==> config.mk <==
export PLATFORM = sky130hd
export DESIGN_NAME = tac_register_port
export DESIGN_NICKNAME = d
export VERILOG_FILES = /design/src/tac_pkg.sv /design/src/tac_delay_timer.sv /design/src/tac_register_port.sv /design/src/tac_spi_front.sv
export SDC_FILE = /design/constraint.sdc
export NUM_CORES = 1
export LEC_CHECK = 0
export ABC_AREA = 1
export BUFFER_PORTS_ARGS = -buffer_cell sky130_fd_sc_hd__buf_2
export CORE_MARGIN = 3
export CORE_UTILIZATION = 52
export DETAILED_ROUTE_END_ITERATION = 16
export PLACE_DENSITY_LB_ADDON = 0.3
export SLEW_MARGIN = 10
export SYNTH_ARGS = -nofsm -noshare
export SYNTH_HDL_FRONTEND = slang
export SYNTH_SLANG_ARGS = --single-unit
==> constraint.sdc <==
create_clock -name clock -period 5.56 [get_ports clock]
set_input_delay 0.834 -clock clock [delete_from_list [all_inputs] [get_ports clock]]
set_output_delay 0.834 -clock clock [all_outputs]
set_load 0.005 [all_outputs]
==> src/tac_pkg.sv <==
// Shared constants of the touch converter register port.
// Assumes a single 50 MHz clock domain.
package tac_pkg;
  localparam int unsigned CLK_PERIOD_NS = 20;

  function automatic int unsigned ns_to_cyc(input int unsigned ns);
    int unsigned c;
    c = (ns + CLK_PERIOD_NS - 1) / CLK_PERIOD_NS;
    return (c < 1) ? 1 : c;
  endfunction

  localparam int unsigned SETTLE_NS [8] = '{0, 100000, 500000, 1000000,
                                            5000000, 10000000, 50000000, 100000000};
  localparam int unsigned PRECHARGE_NS [8] = '{20000, 84000, 276000, 340000,
                                               1044000, 1108000, 1300000, 1364000};
  localparam int unsigned SENSE_NS [8] = '{32000, 96000, 544000, 608000,
                                           2080000, 2144000, 2592000, 2656000};
  localparam int unsigned LONG_SAMPLE_NS  = 500;
  localparam int unsigned LONG_SAMPLE_CYC = ns_to_cyc(LONG_SAMPLE_NS);
  localparam int unsigned SHORT_SAMPLE_CYC = 1;

  localparam int TIMER_W = 24;

  // Command byte fields.
  localparam int CMD_ID_BIT   = 7;
  localparam int CMD_ADDR_MSB = 6;
  localparam int CMD_ADDR_LSB = 3;
  localparam int CMD_BIAS_BIT = 1;
  localparam int CMD_RW_BIT   = 0;
  localparam logic [3:0] CMD_LAST_BIT  = 4'h7;
  localparam logic [3:0] WORD_LAST_BIT = 4'hF;

  // Register addresses.
  localparam logic [3:0] ADDR_STATUS    = 4'h7;
  localparam logic [3:0] ADDR_THR_FIRST = 4'h8;
  localparam logic [3:0] ADDR_THR_LAST  = 4'hB;
  localparam logic [3:0] ADDR_CFG0      = 4'hC;
  localparam logic [3:0] ADDR_FSTAT     = 4'hF;

  // Configuration register zero fields.
  localparam int CFG_SCAN_BIT   = 15;
  localparam int CFG_STOP_BIT   = 14;
  localparam int CFG_RES_BIT    = 13;
  localparam int CFG_CLK_LSB    = 11;
  localparam int CFG_SETTLE_LSB = 8;
  localparam int CFG_PRE_LSB    = 5;
  localparam int CFG_SENSE_LSB  = 2;
  localparam int CFG_BGDET_BIT  = 1;
  localparam int CFG_LONG_BIT   = 0;
  localparam logic [15:0] CFG0_WRITE_RESET = 16'h0000;
  localparam logic [15:0] CFG0_READ_RESET  = 16'h4000;
  localparam logic [3:0]  AUTO_SCAN_MAX_CODE = 4'h1;

  typedef enum logic [0:0] {ST_CMD = 1'b0, ST_WORD = 1'b1} tac_state_t;
  typedef enum logic [1:0] {
    PH_SETTLE = 2'h0, PH_PRECHARGE = 2'h1, PH_SENSE = 2'h3, PH_SAMPLE = 2'h2
  } tac_phase_t;
endpackage

==> src/tac_delay_timer.sv <==
// One-shot delay counter for panel timing phases.
// Assumes count is at least one.
`timescale 1ns/10ps
module tac_delay_timer
  import tac_pkg::*;
(
  // Clock and reset.
  input  wire logic               clock,
  input  wire logic               rst,
  // Control.
  input  wire logic               start,
  input  wire logic [TIMER_W-1:0] count,
  // Status.
  output logic                    running,
  output logic                    done
);
  logic [TIMER_W-1:0] remain;

  always_ff @(posedge clock or posedge rst) begin
    if (rst) begin
      remain  <= '0;
      running <= 1'b0;
      done    <= 1'b0;
    end else begin
      done <= running & (remain == '0);
      if (start) begin
        remain  <= count - 1'b1;
        running <= 1'b1;
      end else if (running && remain == '0) begin
        running <= 1'b0;
      end else if (running) begin
        remain <= remain - 1'b1;
      end
    end
  end
endmodule

==> src/tac_register_port.sv <==
// Serial register port and configuration register zero of the touch converter.
// Assumes the converter core supplies results, busy, pen state and phase requests.
`timescale 1ns/10ps
module tac_register_port
  import tac_pkg::*;
#(
  parameter int unsigned SETTLE_CYC [8] = '{ns_to_cyc(SETTLE_NS[0]), ns_to_cyc(SETTLE_NS[1]),
    ns_to_cyc(SETTLE_NS[2]), ns_to_cyc(SETTLE_NS[3]), ns_to_cyc(SETTLE_NS[4]),
    ns_to_cyc(SETTLE_NS[5]), ns_to_cyc(SETTLE_NS[6]), ns_to_cyc(SETTLE_NS[7])},
  parameter int unsigned PRECHARGE_CYC [8] = '{ns_to_cyc(PRECHARGE_NS[0]),
    ns_to_cyc(PRECHARGE_NS[1]), ns_to_cyc(PRECHARGE_NS[2]), ns_to_cyc(PRECHARGE_NS[3]),
    ns_to_cyc(PRECHARGE_NS[4]), ns_to_cyc(PRECHARGE_NS[5]), ns_to_cyc(PRECHARGE_NS[6]),
    ns_to_cyc(PRECHARGE_NS[7])},
  parameter int unsigned SENSE_CYC [8] = '{ns_to_cyc(SENSE_NS[0]), ns_to_cyc(SENSE_NS[1]),
    ns_to_cyc(SENSE_NS[2]), ns_to_cyc(SENSE_NS[3]), ns_to_cyc(SENSE_NS[4]),
    ns_to_cyc(SENSE_NS[5]), ns_to_cyc(SENSE_NS[6]), ns_to_cyc(SENSE_NS[7])}
)(
  // Clock and reset.
  input  wire logic        clock,
  input  wire logic        rst,
  // Serial port.
  input  wire logic        sclk,
  input  wire logic        cs_n,
  input  wire logic        mosi,
  output logic             miso,
  output logic             miso_oe,
  // Converter core state.
  input  wire logic        pen_down,
  input  wire logic        conv_busy,
  input  wire logic [3:0]  converter_function_code,
  input  wire logic [11:0] conv_result [7],
  input  wire logic [15:0] status_word,
  input  wire logic [15:0] func_status_word,
  input  wire logic        irq_level,
  input  wire logic        osc_tick,
  // Conversion-start byte writes.
  input  wire logic        cb1_stop_we,
  input  wire logic        cb1_stop,
  input  wire logic        cb1_res_we,
  input  wire logic        cb1_res,
  output logic [7:0]       cb1_byte,
  output logic             cb1_byte_valid,
  // Phase timing.
  input  wire logic        phase_start,
  input  wire tac_phase_t  phase_sel,
  output logic             phase_running,
  output logic             phase_done,
  // Configuration to the converter core.
  output logic             auto_scan_en,
  output logic             conv_stop,
  output logic             conv_abort,
  output logic             resolution_select,
  output logic [1:0]       adc_clock_divider,
  output logic             adc_clock_tick,
  output logic             long_sample_mode,
  output logic             bias_keep_on,
  output logic             pen_data_irq_pin
);
  import tac_pkg::*;

  // Right-adjusts a result to the selected resolution.
  function automatic logic [15:0] fmt_result(input logic [11:0] r, input logic res12);
    return res12 ? {4'h0, r} : {6'h00, r[11:2]};
  endfunction

  // Last count of the oscillator divider for a clock code.
  function automatic logic [1:0] div_last(input logic [1:0] code);
    return (code == 2'h0) ? 2'h0 : (code == 2'h1) ? 2'h1 : 2'h3;
  endfunction

  logic              sclk_rise;
  logic              sclk_fall;
  logic              mosi_bit;
  logic              selected;
  tac_state_t        state;
  logic [3:0]        bit_cnt;
  logic [15:0]       rx;
  logic [15:0]       tx;
  logic [3:0]        addr;
  logic              rw;
  logic [15:0]       cfg0;
  logic [15:0]       thr [4];
  logic [1:0]        div_cnt;

  tac_spi_front u_front (
    .clock     (clock),
    .rst       (rst),
    .sclk      (sclk),
    .cs_n      (cs_n),
    .mosi      (mosi),
    .sclk_rise (sclk_rise),
    .sclk_fall (sclk_fall),
    .mosi_bit  (mosi_bit),
    .selected  (selected)
  );

  wire logic [15:0] next_rx   = {rx[14:0], mosi_bit};
  wire logic        cmd_fire  = sclk_rise & (state == ST_CMD) & (bit_cnt == CMD_LAST_BIT);
  wire logic        word_end  = sclk_rise & (state == ST_WORD) & (bit_cnt == WORD_LAST_BIT);
  wire logic        is_access = ~next_rx[CMD_ID_BIT];
  wire logic [3:0]  cmd_addr  = next_rx[CMD_ADDR_MSB:CMD_ADDR_LSB];
  wire logic        cmd_read  = next_rx[CMD_RW_BIT];
  wire logic        wr_fire   = word_end & ~rw;
  wire logic        wr_cfg0   = wr_fire & (addr == ADDR_CFG0);
  wire logic        is_thr    = (addr >= ADDR_THR_FIRST) & (addr <= ADDR_THR_LAST);
  wire logic        wr_thr    = wr_fire & is_thr;
  wire logic [15:0] cfg0_read = {pen_down, ~conv_busy, cfg0[CFG_RES_BIT:0]};
  wire logic        bg_idle   = cfg0[CFG_BGDET_BIT] & ~cfg0[CFG_SCAN_BIT] & ~conv_busy;

  // Readback word for the address in the command byte being completed.
  wire logic [15:0] rd_word =
    (cmd_addr < ADDR_STATUS) ? fmt_result(conv_result[cmd_addr[2:0]], cfg0[CFG_RES_BIT]) :
    (cmd_addr == ADDR_STATUS) ? status_word :
    (cmd_addr >= ADDR_THR_FIRST && cmd_addr <= ADDR_THR_LAST) ? thr[cmd_addr[1:0]] :
    (cmd_addr == ADDR_CFG0) ? cfg0_read :
    (cmd_addr == ADDR_FSTAT) ? func_status_word : 16'h0000;

  // Serial framing: command byte, then one data word for an access command, repeated while selected.
  always_ff @(posedge clock or posedge rst) begin
    if (rst) begin
      state          <= ST_CMD;
      bit_cnt        <= 4'h0;
      rx             <= 16'h0000;
      addr           <= 4'h0;
      rw             <= 1'b0;
      bias_keep_on   <= 1'b0;
      cb1_byte       <= 8'h00;
      cb1_byte_valid <= 1'b0;
    end else begin
      cb1_byte_valid <= 1'b0;
      if (!selected) begin
        state   <= ST_CMD;
        bit_cnt <= 4'h0;
      end else if (sclk_rise) begin
        rx      <= next_rx;
        bit_cnt <= bit_cnt + 4'h1;
        if (cmd_fire) begin
          bit_cnt <= 4'h0;
          if (is_access) begin
            state        <= ST_WORD;
            addr         <= cmd_addr;
            rw           <= cmd_read;
            bias_keep_on <= next_rx[CMD_BIAS_BIT];
          end else begin
            cb1_byte       <= next_rx[7:0];
            cb1_byte_valid <= 1'b1;
          end
        end else if (word_end) begin
          bit_cnt <= 4'h0;
          state   <= ST_CMD;
        end
      end
    end
  end

  // Read data launches on falling serial clock edges, MSB first.
  always_ff @(posedge clock or posedge rst) begin
    if (rst) begin
      tx      <= 16'h0000;
      miso    <= 1'b0;
      miso_oe <= 1'b0;
    end else begin
      miso_oe <= selected & (state == ST_WORD) & rw;
      if (cmd_fire && is_access && cmd_read) begin
        tx <= rd_word;
      end else if (sclk_fall && state == ST_WORD && rw) begin
        miso <= tx[15];
        tx   <= {tx[14:0], 1'b0};
      end
    end
  end

  // Writable registers; conversion-start writes lose to a serial write.
  always_ff @(posedge clock or posedge rst) begin
    if (rst) begin
      cfg0       <= CFG0_WRITE_RESET;
      thr        <= '{default: 16'h0000};
      conv_abort <= 1'b0;
    end else begin
      conv_abort <= (wr_cfg0 & next_rx[CFG_STOP_BIT]) | (cb1_stop_we & cb1_stop);
      if (cb1_stop_we) begin
        cfg0[CFG_STOP_BIT] <= cb1_stop;
      end
      if (cb1_res_we) begin
        cfg0[CFG_RES_BIT] <= cb1_res;
      end
      if (wr_cfg0) begin
        cfg0 <= next_rx;
      end
      if (wr_thr) begin
        thr[addr[1:0]] <= next_rx;
      end
    end
  end

  // Converter-side outputs derived from the configuration.
  always_ff @(posedge clock or posedge rst) begin
    if (rst) begin
      auto_scan_en      <= 1'b0;
      conv_stop         <= 1'b0;
      resolution_select <= 1'b0;
      adc_clock_divider <= 2'h0;
      long_sample_mode  <= 1'b0;
      pen_data_irq_pin  <= 1'b0;
    end else begin
      auto_scan_en      <= cfg0[CFG_SCAN_BIT] &
                           (converter_function_code <= AUTO_SCAN_MAX_CODE);
      conv_stop         <= cfg0[CFG_STOP_BIT];
      resolution_select <= cfg0[CFG_RES_BIT];
      adc_clock_divider <= cfg0[CFG_CLK_LSB+1:CFG_CLK_LSB];
      long_sample_mode  <= cfg0[CFG_LONG_BIT];
      pen_data_irq_pin  <= bg_idle ? ~pen_down : irq_level;
    end
  end

  // Converter clock tick: oscillator divided by 1, 2 or 4.
  always_ff @(posedge clock or posedge rst) begin
    if (rst) begin
      div_cnt        <= 2'h0;
      adc_clock_tick <= 1'b0;
    end else begin
      adc_clock_tick <= 1'b0;
      if (osc_tick) begin
        if (div_cnt >= div_last(adc_clock_divider)) begin
          div_cnt        <= 2'h0;
          adc_clock_tick <= 1'b1;
        end else begin
          div_cnt <= div_cnt + 2'h1;
        end
      end
    end
  end

  // Phase length from the settle, precharge, sense and long-sample fields.
  wire logic [2:0] settle_code = cfg0[CFG_SETTLE_LSB+2:CFG_SETTLE_LSB];
  wire logic [2:0] pre_code    = cfg0[CFG_PRE_LSB+2:CFG_PRE_LSB];
  wire logic [2:0] sense_code  = cfg0[CFG_SENSE_LSB+2:CFG_SENSE_LSB];
  wire logic [TIMER_W-1:0] phase_count =
    (phase_sel == PH_SETTLE)    ? TIMER_W'(SETTLE_CYC[settle_code]) :
    (phase_sel == PH_PRECHARGE) ? TIMER_W'(PRECHARGE_CYC[pre_code]) :
    (phase_sel == PH_SENSE)     ? TIMER_W'(SENSE_CYC[sense_code]) :
    cfg0[CFG_LONG_BIT] ? TIMER_W'(LONG_SAMPLE_CYC) : TIMER_W'(SHORT_SAMPLE_CYC);

  tac_delay_timer u_timer (
    .clock   (clock),
    .rst     (rst),
    .start   (phase_start & ~cfg0[CFG_STOP_BIT]),
    .count   (phase_count),
    .running (phase_running),
    .done    (phase_done)
  );

  cmd_decode_a: assert property (@(posedge clock) disable iff (rst)
    cmd_fire && is_access |=> state == ST_WORD && bit_cnt == 4'h0)
    else $error("access command did not open a data word");

  read_launch_a: assert property (@(posedge clock) disable iff (rst)
    cmd_fire && is_access && cmd_read |=> tx == $past(rd_word) ##1 miso_oe)
    else $error("read word not loaded for shifting");

  cfg_write_a: assert property (@(posedge clock) disable iff (rst)
    wr_cfg0 |=> cfg0 == $past(next_rx))
    else $error("configuration write not stored");

  word_close_a: assert property (@(posedge clock) disable iff (rst)
    word_end |=> state == ST_CMD && bit_cnt == 4'h0)
    else $error("data word did not return to command framing");

  pad_zero_a: assert property (@(posedge clock) disable iff (rst)
    cmd_fire && is_access && cmd_read && cmd_addr < ADDR_STATUS && !cfg0[CFG_RES_BIT]
    |=> tx[15:10] == 6'h00)
    else $error("10-bit result not padded with six zeros");

  status_read_a: assert property (@(posedge clock) disable iff (rst)
    cmd_fire && is_access && cmd_read && cmd_addr == ADDR_CFG0
    |=> tx[CFG_STOP_BIT] == !$past(conv_busy) && tx[CFG_SCAN_BIT] == $past(pen_down))
    else $error("busy or pen status read wrongly");

  stop_abort_a: assert property (@(posedge clock) disable iff (rst)
    wr_cfg0 && next_rx[CFG_STOP_BIT] |=> conv_abort ##1 conv_stop)
    else $error("stop write did not abort the converter");

  scan_gate_a: assert property (@(posedge clock) disable iff (rst)
    auto_scan_en |-> $past(cfg0[CFG_SCAN_BIT]) && $past(converter_function_code) <= 4'h1)
    else $error("device scan enabled with an illegal function code");

  idle_pin_a: assert property (@(posedge clock) disable iff (rst)
    bg_idle && !pen_down |=> pen_data_irq_pin)
    else $error("pen pin not high while idle without touch");

  reset_read_a: assert property (@(posedge clock)
    $fell(rst) && !conv_busy && !pen_down |-> cfg0_read == CFG0_READ_RESET)
    else $error("configuration zero does not read its reset value");

  tick_code0_a: assert property (@(posedge clock) disable iff (rst)
    osc_tick && adc_clock_divider == 2'h0 |=> adc_clock_tick)
    else $error("undivided converter clock missed a tick");

  start_res_a: assert property (@(posedge clock) disable iff (rst)
    cb1_res_we && !wr_cfg0 |=> cfg0[CFG_RES_BIT] == $past(cb1_res))
    else $error("start byte resolution write not stored");

  start_stop_a: assert property (@(posedge clock) disable iff (rst)
    cb1_stop_we && !wr_cfg0 |=> cfg0[CFG_STOP_BIT] == $past(cb1_stop))
    else $error("start byte stop write not stored");

  phase_run_a: assert property (@(posedge clock) disable iff (rst)
    phase_start && !cfg0[CFG_STOP_BIT] |=> phase_running)
    else $error("phase timer did not start");

  stop_block_a: assert property (@(posedge clock) disable iff (rst)
    phase_start && cfg0[CFG_STOP_BIT] && !phase_running |=> !phase_running)
    else $error("phase timer started while stopped");

  long_sample_a: assert property (@(posedge clock) disable iff (rst)
    phase_start && phase_sel == PH_SAMPLE && cfg0[CFG_LONG_BIT] && !cfg0[CFG_STOP_BIT]
    |=> phase_running [*8])
    else $error("long sampling phase too short");

  short_sample_a: assert property (@(posedge clock) disable iff (rst)
    phase_start && phase_sel == PH_SAMPLE && !cfg0[CFG_LONG_BIT] && !cfg0[CFG_STOP_BIT]
    |=> ##1 phase_done)
    else $error("short sampling phase not one cycle");

  miso_shift_a: assert property (@(posedge clock) disable iff (rst)
    sclk_fall && state == ST_WORD && rw |=> miso == $past(tx[15]))
    else $error("read bit not launched on the falling edge");

  oe_release_a: assert property (@(posedge clock) disable iff (rst)
    !selected |=> !miso_oe)
    else $error("data output driven while deselected");

  cfg_keep_a: assert property (@(posedge clock) disable iff (rst)
    wr_fire && addr != ADDR_CFG0 && !cb1_stop_we && !cb1_res_we |=> cfg0 == $past(cfg0))
    else $error("write to another address changed the configuration");

  bias_latch_a: assert property (@(posedge clock) disable iff (rst)
    cmd_fire && is_access |=> bias_keep_on == $past(next_rx[CMD_BIAS_BIT]))
    else $error("bias keep-on bit not taken from the command");

  start_byte_a: assert property (@(posedge clock) disable iff (rst)
    cmd_fire && !is_access |=> cb1_byte_valid && state == ST_CMD)
    else $error("conversion-start byte opened a data word");

  host_pin_a: assert property (@(posedge clock) disable iff (rst)
    !bg_idle |=> pen_data_irq_pin == $past(irq_level))
    else $error("pen pin not following the interrupt level");

  scan_on_a: assert property (@(posedge clock) disable iff (rst)
    cfg0[CFG_SCAN_BIT] && converter_function_code <= AUTO_SCAN_MAX_CODE |=> auto_scan_en)
    else $error("device scan not enabled with a legal function code");
endmodule

==> src/tac_spi_front.sv <==
// Edge detector for the serial port pins.
// Assumes serial pins are synchronous to the system clock.
`timescale 1ns/10ps
module tac_spi_front (
  // Clock and reset.
  input  wire logic clock,
  input  wire logic rst,
  // Serial pins.
  input  wire logic sclk,
  input  wire logic cs_n,
  input  wire logic mosi,
  // Decoded events.
  output wire logic sclk_rise,
  output wire logic sclk_fall,
  output wire logic mosi_bit,
  output wire logic selected
);
  logic sclk_q;

  always_ff @(posedge clock or posedge rst) begin
    if (rst) begin
      sclk_q <= 1'b0;
    end else begin
      sclk_q <= sclk;
    end
  end

  assign selected  = ~cs_n;
  assign sclk_rise = selected & sclk & ~sclk_q;
  assign sclk_fall = selected & ~sclk & sclk_q;
  assign mosi_bit  = mosi;
endmodule

==> out/metrics.csv, run 1 <==
metric;value;unit
status;finished, final reports clean;
async_reset_ff_frac;1.00;
fin_crit;3330;ps
power_leakage;5.56;nW
setup_violations;0;
synthDominantCellAreaShare;0.439;
core;0.0182;mm^2
max-cap-violations;0;
die_height;143;um
path_clk_slew;70;ps
worstMarginPinSlew;1210;ps
critPathMaxStageDelay;880;ps
post_cts_resized;0;
switching_share;0.350;
dp_hpwl;20600;um
cp-start-kind;input port;
final.setup.tns;0;ps
ys_types;49;
ff2ff_setup_slack;2240;ps
viasPerCell;5.68;
synth_area_per_cell;7.40;um^2
grt_setup_unrepaired;no;
cts_sinks;171;
post-route-util;0.616;
synthTopCellsByArea;dfrtp_1, nand2_1, o21ai_0;
initial_core_util;0.535;
grt_pass1_vias;8829;
pwr-share-clk;0.358;
intPower;2.28;mW
wl_per_cell;17.4;um
cp.arrival;3640;ps
totalPowerFinal;3.50;mW
cts_buffers;17;
slew_headroom;0.193;
synth_edf_count;0;
holdPathEnd;adc_clock_divider[1];
p_switching;1.23;mW
overflow;0;
first_iter_violations;1078;
pin_count;159;
die-width;143;um
num_rows;49;
clk_latency;430;ps
cts_tree;done;
combPwrFrac;0.247;
area_delta_synth_final;15.1;%
required;5860;ps
hp-start;cfg0[12];
routed_wl;29300;um
port_buffers;157;
yosysWarningCount;0;
yosysMostFrequentCell;nand2_1;
ys_top_cells_by_count;nand2_1, o21ai_0, dfrtp_1;
die-area;0.0204;mm^2
drc;0;
diodes;0;
postCtsSetupBuffers;0;
crit_path_end_kind;flop;
r2r-start;rx[3];
worst_hold_path_type;flop to flop;
p_seq_frac;0.396;
critPathKind;input port to flop;
fin_area;0.0112;mm^2
timing.fmax;300;MHz
ys_seq_area_frac;0.439;
syn-num-nets;1471;
cts-root-buf;clkbuf_16;
htree_num_levels;4;
worst-path-buf-inv;2;
crit_family;simple AND/OR/NAND/NOR gates;
reg2reg_to;tx[7];
whs_path_depth;0;
vdd_drop_max;0.220;mV
clock_path_buffers;2;
syn_inst;1318;
antenna_found_initial;0;
maxSlewViolCount;0;
crit_path_top_delay_cell;nand3_1;
nNetsFinal;1593;
grt_pass1_wl;46400;um
gp_congestion;0.969;
synth_flop_cell;dfrtp_1;
reg2reg_depth;8;
finalClockSkew;9.83;ps
yosysTopAreaCell;dfrtp_1;
ant_nets;0;
grt_max_degree;104;
groute.usage.overall;0.289;
synth_area;0.00975;mm^2
fin_crit_sh;0.600;
route.vias.total;9547;
hold_violations;0;
ctsHoldBuffers;0;
power_density;312;mW/mm^2
cp_cell_sequence;buf_2 -> inv_1 -> nand3_2 -> nor2_1 -> nand2_1 -> nor3_1 -> nand3_1 -> o21ai_0;
dr.pass1.iters;6;
yosys_register_bits;171;
drive_gt1_frac;0.167;
placed_area;0.0106;mm^2
path_max_fanout;34;
## state kept, by name, summed over array words and instances, names as in the netlist, 2 cells and up
register and flops:
cfg0 16, u_timer.remain 24, tx 16, rx 15, bit_cnt 4, div_cnt 2, cb1_byte 8, addr 4
thr 64, adc_clock_divider 2
## through the flow
| stage | hold WS, ps | std cells | setup slack, ps |
|---|---|---|---|
| global placement | 385 | 1650 | 2040 |
| floorplan | 374 | 1318 | 94.2 |
| finish | 423 | 1682 | 2230 |
| CTS | 419 | 1682 | 2270 |
| detailed placement | 399 | 1650 | 1890 |
| global route | 436 | 1682 | 1910 |
## worst max-delay path by stage
stage / startpoint / end / slack [ps] / cells after the start
after floorplan: rst / adc_clock_divider[0] / 90 / 1
after global placement: cs_n / thr[34] / 2040 / 8
after detailed placement: cs_n / thr[10] / 1890 / 8
after CTS: cs_n / thr[41] / 2270 / 8
final: cs_n / thr[41] / 2230 / 8
after global routing: cs_n / thr[41] / 1910 / 8
## layout by cell type (no fill, tap or decap), drive strengths merged, types with 5 or more instances in the layout
| master | netlist | final |
|---|---|---|
| a21oi | 33 | 33 |
| a22o | 6 | 6 |
| a22oi | 21 | 21 |
| buf | 26 | 166 |
| clkbuf | 37 | 18 |
| clkinv | 2 | 8 |
| dfrtp | 171 | 171 |
| ha | 17 | 17 |
| inv | 115 | 120 |
| nand2 | 396 | 396 |
| nand3 | 73 | 73 |
| nand4 | 9 | 9 |
| nor2 | 134 | 134 |
| nor3 | 12 | 12 |
| o2111ai | 6 | 6 |
| o211ai | 15 | 15 |
| o21ai | 197 | 197 |
| o22ai | 5 | 5 |
| o31ai | 6 | 6 |
| xor2 | 8 | 8 |
## kinds of logic (layout without fill, tap and decap cells)
family                     count (synthesis)  in the layout  share of synthesized area
DFF                                      171            171                      0.439
and+or+nand+nor                          633            633                      0.272
AOI/OAI and AO/OA                        308            308                      0.183
adders and majority gates                 17             17                     0.0218
xor gates and xnor gates                   9              9                    0.00809
buffers and inverters                    180            315                     0.0765
## layout make-up
cell class | count | area [um^2]
clock inverter | 14 | 204
sequential | 171 | 4280
inverter | 117 | 444
timing repair buffer | 166 | 853
multi-input combinational | 967 | 4720
fill | 1709 | 6990
tap | 229 | 287
clock buffer | 18 | 429
## power by group through the flow
stage | registers (mW) | clock network [mW] | logic, mW
after floorplan | 1.37 | 0 | 0.610
after global placement | 1.41 | 0 | 0.834
after detailed placement | 1.41 | 0 | 0.844
after CTS | 1.39 | 1.26 | 0.849
after global routing | 1.40 | 1.32 | 0.967
final | 1.39 | 1.25 | 0.864
## metal layers
layer / GRT usage / up-vias / share of wire
met5: 0 / - / 0
met4: 0.0815 / 0 / 0.022
met3: 0.0650 / 51 / 0.087
met2: 0.425 / 440 / 0.44
met1: 0.429 / 4482 / 0.45
li1: - / 4574 / -
## worst reg2reg max path, delay by kind of cell, from the launching register on
family	cells	cell delay, ps
AND/OR/NAND/NOR	2	420
buffers and inverters	1	810
flip-flops	1	940
AO/OA/AOI/OAI	5	1070
Note: power is estimated with default switching activity, not from simulation.
==> inputs of run 2 (changes only) <==
==> constraint.sdc (replaced) <==
create_clock -name clock -period 3 [get_ports clock]
set_input_delay 0.45 -clock clock [delete_from_list [all_inputs] [get_ports clock]]
set_output_delay 0.45 -clock clock [all_outputs]
set_load 0.005 [all_outputs]
==> out/metrics.csv, run 2 (same netlist as run 1, synthesis figures left out) <==
metric;value;unit;change
post-route-util;0.626;;+0.00941
dp_hpwl;21600;um;+4.9%
ctsHoldBuffers;0;;unchanged
cts_tree;done;;
power_leakage;5.66;nW;+1.9%
p_switching;2.28;mW;+86%
cp-start-kind;flop;;
cp_cell_sequence;inv_1 -> ha_1 -> inv_1 -> o21ai_0 -> nand2_1 -> nand2_1 -> inv_1 -> ha_1 -> inv_1 -> nor2_1 -> nand3_1 -> nor2_2 -> nand2_2 -> nor2_4 -> nand2_1 -> nand2_1 -> nand2_1 -> inv_1 -> nand3_1 -> nand2_1 -> inv_1;;
required;3340;ps;-2520 ps
core;0.0182;mm^2;unchanged
pre_cts_ws;456;ps;-1440 ps
viasPerCell;5.62;;-1.0%
clk_latency;440;ps;about the same
pwr-share-clk;0.341;;-0.017
layout.cells.non_filler;1706;;+1.4%
dr_wl_met3;2470;um;-3.5%
worstMarginPinSlew;714;ps;-494 ps
timing.fmax;403;MHz;
layout_commonest_cell;nand2_1;;
status;finished, final reports clean;;
htree_num_levels;4;;unchanged
setup_violations;0;;unchanged
cts_sinks;171;;unchanged
clock_path_buffers;2;;unchanged
area_delta_synth_final;16.9;%;
diodes;0;;unchanged
port_buffers;157;;unchanged
pin_count;159;;unchanged
gp_congestion;0.974;;+0.46%
cts-root-buf;clkbuf_16;;
final.setup.tns;0;ps;unchanged
path_max_fanout;5;;-85%
post_cts_resized;0;;unchanged
cp.arrival;2810;ps;-830 ps
wl_met2;13000;um;+1.5%
p_seq_frac;0.397;;about the same
die_height;143;um;unchanged
first_iter_violations;1060;;-1.7%
cts_buffers;17;;unchanged
die-width;143;um;unchanged
crit_path_end_kind;flop;;
reg_top3;thr: 64 flops, u_timer.remain: 24 flops;;
initial_core_util;0.535;;unchanged
critPathKind;flop to flop;;
max-cap-violations;0;;unchanged
groute.usage.overall;0.291;;+0.00263
path_clk_slew;70;ps;about the same
m1WireLength;13300;um;+0.79%
vdd_drop_max;0.521;mV;+140%
grt_pass1_vias;8839;;+0.11%
maxSlewViolCount;0;;unchanged
num_rows;49;;unchanged
hold_violations;0;;unchanged
overflow;0;;unchanged
routed_wl;29400;um;+0.59%
slew_headroom;0.523;;+0.330
final_cell_mix;nand2_1, o21ai_0, dfrtp_1, buf_2, nor2_1;;
hold_slack;115;ps;-308 ps
placedCellCount;1675;;+1.5%
drc;0;;unchanged
antenna_found_initial;0;;unchanged
startpoint;cfg0[8];;
power_density;565;mW/mm^2;+81%
postCtsSetupBuffers;0;;unchanged
r2r-start;cfg0[8];;
nNetsFinal;1618;;+1.6%
switching_share;0.354;;+0.00409
critPathMaxStageDelay;350;ps;-530 ps
worst_hold_path_type;input port to async pin;;
top_register;thr;;
drive_gt1_frac;0.181;;+0.0142
ant_nets;0;;unchanged
die-area;0.0204;mm^2;unchanged
top_layer;met4;;
combPwrFrac;0.261;;+0.014
route.vias.total;9585;;+0.40%
largest_reg_flops;64;;unchanged
finalClockSkew;11.3;ps;+1.42 ps
grt_pass1_wl;46400;um;+0.13%
fin_crit;2480;ps;
intPower;4.16;mW;+82%
grt_max_degree;51;;-51%
grt_setup_unrepaired;no;;
wl_per_cell;17.2;um;-0.82%
worst_slack;522;ps;-1700 ps
crit_path_top_delay_cell;dfrtp_1;;
dr.pass1.iters;12;;+6
fin_crit_sh;0.826;;
[run 2: cell types whose count changed in the layout (fill, tap and decap cells not counted)]
cell        change
buf_12          +3
buf_4          +22
bufinv_16       -1
clkbuf_1        -1
clkinv_2        +1
clkinv_8        -3
clkinvlp_4      +2
inv_6           +1
[run 2: final cells by class]
type	instances	area, um^2
Timing Repair Buffer	191	1080
Tap cell	229	287
Clock buffer	17	425
Sequential cell	171	4280
Clock inverter	14	155
Inverter	117	443
Fill cell	1649	6820
Multi-Input combinational cell	967	4720
[run 2: final timing paths]
kind	end	slack (ps)	cells after the start
max reg2reg	u_timer.remain[20]	520	21
min in group clock	u_front.sclk_q	160	1
min reg2reg	adc_clock_divider[1]	440	0
max in group asynchronous	addr[0]	2130	3
min	tx[11]	110	2
max	u_timer.remain[20]	520	21
[run 2: critical path: cells and delay by family (launching register included)]
kind                       cells  cell delay, ps
AOI/OAI and AO/OA              1              80
adders and majority gates      2             380
buffers and inverters          6             410
DFF                            1             350
and+or+nand+nor               12            1170
[run 2: per-stage QoR]
stage	area, um^2	power (mW)
2_1_floorplan	9750	3.68
4_1_cts	11400	6.41
6_report	11400	6.43
5_1_grt	11400	6.74
3_5_place_dp	10800	4.23
3_3_place_gp	10800	4.21
[run 2: layer usage]
layer  vias to the layer above  GRT usage
met5                         -          0
met4                         0     0.0890
met3                        40     0.0496
met2                       444      0.430
met1                      4481      0.440
li1                       4620          -
[run 2: power groups by stage]
stage | combinational, mW | clock (mW) | sequential, mW
floorplan | 1.13 | 0 | 2.55
global placement | 1.62 | 0 | 2.59
detailed placement | 1.63 | 0 | 2.60
CTS | 1.65 | 2.21 | 2.55
global route | 1.86 | 2.31 | 2.57
finish | 1.68 | 2.20 | 2.56
==> inputs of run 3 (changes only) <==
--- a/config.mk
+++ b/config.mk
@@ -5,10 +5,10 @@
 export SDC_FILE = /design/constraint.sdc
 export NUM_CORES = 1
 export LEC_CHECK = 0
-export ABC_AREA = 1
+export ABC_AREA = 0
 export BUFFER_PORTS_ARGS = -buffer_cell sky130_fd_sc_hd__buf_2
 export CORE_MARGIN = 3
-export CORE_UTILIZATION = 52
+export CORE_UTILIZATION = 55
 export DETAILED_ROUTE_END_ITERATION = 16
 export PLACE_DENSITY_LB_ADDON = 0.3
 export SLEW_MARGIN = 10
==> constraint.sdc (replaced) <==
create_clock -name clock -period 2.4 [get_ports clock]
set_input_delay 0.36 -clock clock [delete_from_list [all_inputs] [get_ports clock]]
set_output_delay 0.36 -clock clock [all_outputs]
set_load 0.005 [all_outputs]
==> out/metrics.csv, run 3 <==
metric;value;unit;change
yosys_register_bits;171;;unchanged
yosysTopAreaCell;dfrtp_1;;
grt_pass1_vias;8890;;+0.58%
worst_hold_path_type;input port to flop;;
clk_latency;440;ps;about the same
fin_crit_sh;1.12;;+0.297
final_cell_mix;dfrtp_1, buf_2, buf_4, nand2_1, mux2_2;;
synth_edf_count;0;;unchanged
crit_family;compound AO/OA/AOI/OAI gates;;
port_buffers;157;;unchanged
num_rows;48;;-2.0%
cts_sinks;171;;unchanged
synthAdderAreaFrac;0.0217;;-0.0000865
die-area;0.0194;mm^2;-4.9%
synth_compound_gate_area_share;0.146;;-0.0363
yosys.area_share.simple;0.143;;-0.129
drc;0;;unchanged
timing.fmax;371;MHz;-8.1%
synth.area.mux_share;0.193;;+0.193
grt_pass1_wl;47800;um;+3.0%
grt_max_degree;42;;-18%
ys_types;75;;+53%
setup_violations;15;;+15
path_max_fanout;3;;-2
synth_flop_cell;dfrtp_1;;
die_height;139;um;-2.5%
largest_reg_flops;64;;unchanged
core;0.0174;mm^2;-4.7%
routed_wl;31300;um;+6.2%
top_register;thr;;
initial_core_util;0.564;;+0.0285
antenna_found_initial;2;;+2
cp.arrival;3010;ps;+200 ps
power_density;664;mW/mm^2;+18%
violations;setup timing;;
worstMarginPinSlew;791;ps;+77.3 ps
power_leakage;6.18;nW;+9.0%
hold_violations;0;;unchanged
critPathKind;flop to flop;;
worst_slack;-296;ps;-817 ps
syn_inst;929;;-30%
async_reset_ff_frac;1.00;;unchanged
synth_area;0.00979;mm^2;+0.40%
route.vias.total;8937;;-6.8%
vdd_drop_max;0.738;mV;+42%
placedCellCount;1382;;-17%
ant_nets;0;;unchanged
drive_gt1_frac;0.452;;+0.271
reg_top3;thr: 64 flops, u_timer.remain: 24 flops;;
groute.usage.overall;0.311;;+0.0201
worst-path-buf-inv;3;;-3
fin_crit;2700;ps;+217 ps
totalPowerFinal;8.68;mW;+35%
maxSlewViolCount;0;;unchanged
syn-num-nets;1082;;-26%
cp-start-kind;flop;;
clock_path_buffers;2;;unchanged
die-width;139;um;-2.5%
critPathMaxStageDelay;390;ps;+40 ps
cpMostUsedCell;ha_4;;
synth_area_per_cell;10.5;um^2;+42%
hold_slack;73.6;ps;-41.1 ps
first_iter_violations;1071;;+1.0%
yosysWarningCount;0;;unchanged
cts_buffers;17;;unchanged
layout.cells.non_filler;1445;;-15%
ys_top_cells_by_count;dfrtp_1, nand2_1, mux2_2;;
max-cap-violations;0;;unchanged
path_clk_slew;70;ps;about the same
area_delta_synth_final;33.4;%;
yosysMostFrequentCell;dfrtp_1;;
cts-root-buf;clkbuf_16;;
dp_hpwl;22500;um;+4.0%
finalClockSkew;13.5;ps;+2.21 ps
layout_commonest_cell;dfrtp_1;;
ys_seq_area_frac;0.437;;-0.00174
dr.pass1.iters;6;;-6
status;complete, but fails checks;;
wl_per_cell;21.6;um;+25%
cts_tree;done;;
crit_path_top_delay_cell;dfrtp_1;;
crit_path_end_kind;flop;;
htree_num_levels;4;;unchanged
synthDominantCellAreaShare;0.437;;-0.00174
diodes;0;;unchanged
grt_setup_unrepaired;yes;;
synthTopCellsByArea;dfrtp_1, mux2_2, mux4_2;;
gp_congestion;0.971;;-0.27%
slew_headroom;0.470;;-0.0529
overflow;0;;unchanged
cp_cell_sequence;inv_2 -> ha_4 -> a21oi_4 -> nor2_4 -> mux2i_4 -> ha_4 -> o211ai_1 -> nor4b_4 -> buf_4 -> nand2_4 -> buf_6 -> a2111oi_4 -> xnor2_1 -> o221ai_2;;
required;2720;ps;-620 ps
pin_count;159;;unchanged
viasPerCell;6.18;;+10%
synth_top_family_by_area;multiplexers;;
synth_xor_area_frac;0.0224;;+0.0143
nNetsFinal;1360;;-16%
run 3: cell count changes in the layout (fill, tap and decap cells not counted), sizes merged, moves of 14 or more:
| cell | previous run | this run |
|---|---|---|
| buf | 191 | 321 |
| nand2b | 0 | 15 |
| inv | 121 | 28 |
| nand2 | 396 | 125 |
| nand3 | 73 | 15 |
| nor2 | 134 | 61 |
| mux2 | 0 | 87 |
| a211oi | 3 | 18 |
| mux4 | 0 | 28 |
| o21ai | 197 | 51 |
| a22oi | 21 | 7 |
| mux2i | 0 | 27 |
run 3: cell families (layout without fill, tap and decap cells):
family / Yosys count / in the layout
AND/OR/NAND/NOR: 288 / 288
AO/OA/AOI/OAI: 200 / 200
flip-flops: 171 / 171
multiplexers: 142 / 142
buffers and inverters: 86 / 377
XOR/XNOR: 25 / 25
adder cells (fa/ha/maj): 17 / 17
run 3: power breakdown:
group          total (mW)  internal [mW]  switching (mW)
sequential           3.36           3.07           0.298
clock                2.88           1.45            1.44
combinational        2.43           1.15            1.28
run 3: path summary, 6_finish.rpt:
path	depth (start not counted)	start	to	slack (ps)
max in group asynchronous	4	rst	cfg0[5]	1270
max	14	cfg0[8]	u_timer.remain[16]	-300
min in group asynchronous	3	rst	u_timer.remain[15]	500
min reg2reg	1	cb1_byte[7]	cb1_byte[7]	470
min	2	converter_function_code[3]	auto_scan_en	70
max reg2reg	14	cfg0[8]	u_timer.remain[16]	-300
run 3: layout make-up:
type	count	area [um^2]
Multi-Input combinational cell	672	5560
Clock inverter	15	206
Tap cell	225	282
Sequential cell	171	4280
Fill cell	1112	4300
Clock buffer	17	425
Inverter	23	90.1
Timing Repair Buffer	322	2210
run 3: worst reg2reg max path: cells and delay by family, from the launching register on:
| family | cells | cell delay, ps |
|---|---|---|
| XOR/XNOR | 1 | 170 |
| adder cells (fa/ha/maj) | 2 | 330 |
| AND/OR/NAND/NOR | 3 | 450 |
| buffers and inverters | 3 | 370 |
| flip-flops | 1 | 390 |
| AO/OA/AOI/OAI | 4 | 700 |
| multiplexers | 1 | 180 |
run 3: stage by stage:
stage | instance area (um^2) | util | TNS (ps) | worst slack, ps
CTS | 12700 | 0.731 | -1860 | -249
detailed placement | 11800 | 0.678 | -3510 | -323
global placement | 11800 | 0.678 | -2380 | -243
finish | 13100 | 0.752 | -2090 | -296
floorplan | 9880 | - | -26730 | -440
global route | 13100 | 0.752 | -3580 | -378
run 3: repair_timing:
| action | 4_1_cts | 5_1_grt |
|---|---|---|
| setup buffers | 16 | 19 |
| endpoints found under the setup margin | 24 | 31 |
| hold endpoints to repair | 13 | 0 |
| pin swaps | 24 | 37 |
| hold buffers | 1 | 0 |
| resized for setup | 38 | 56 |
run 3: routing by layer:
| layer | vias to the layer above | global-route usage | routed length, um | part of all wire |
|---|---|---|---|---|
| li1 | 3965 | - | - | - |
| met1 | 4436 | 0.416 | 12500 | 0.40 |
| met2 | 437 | 0.499 | 15200 | 0.48 |
| met3 | 95 | 0.0749 | 2570 | 0.082 |
| met4 | 4 | 0.110 | 996 | 0.032 |
| met5 | - | 0 | 26 | 0.00083 |
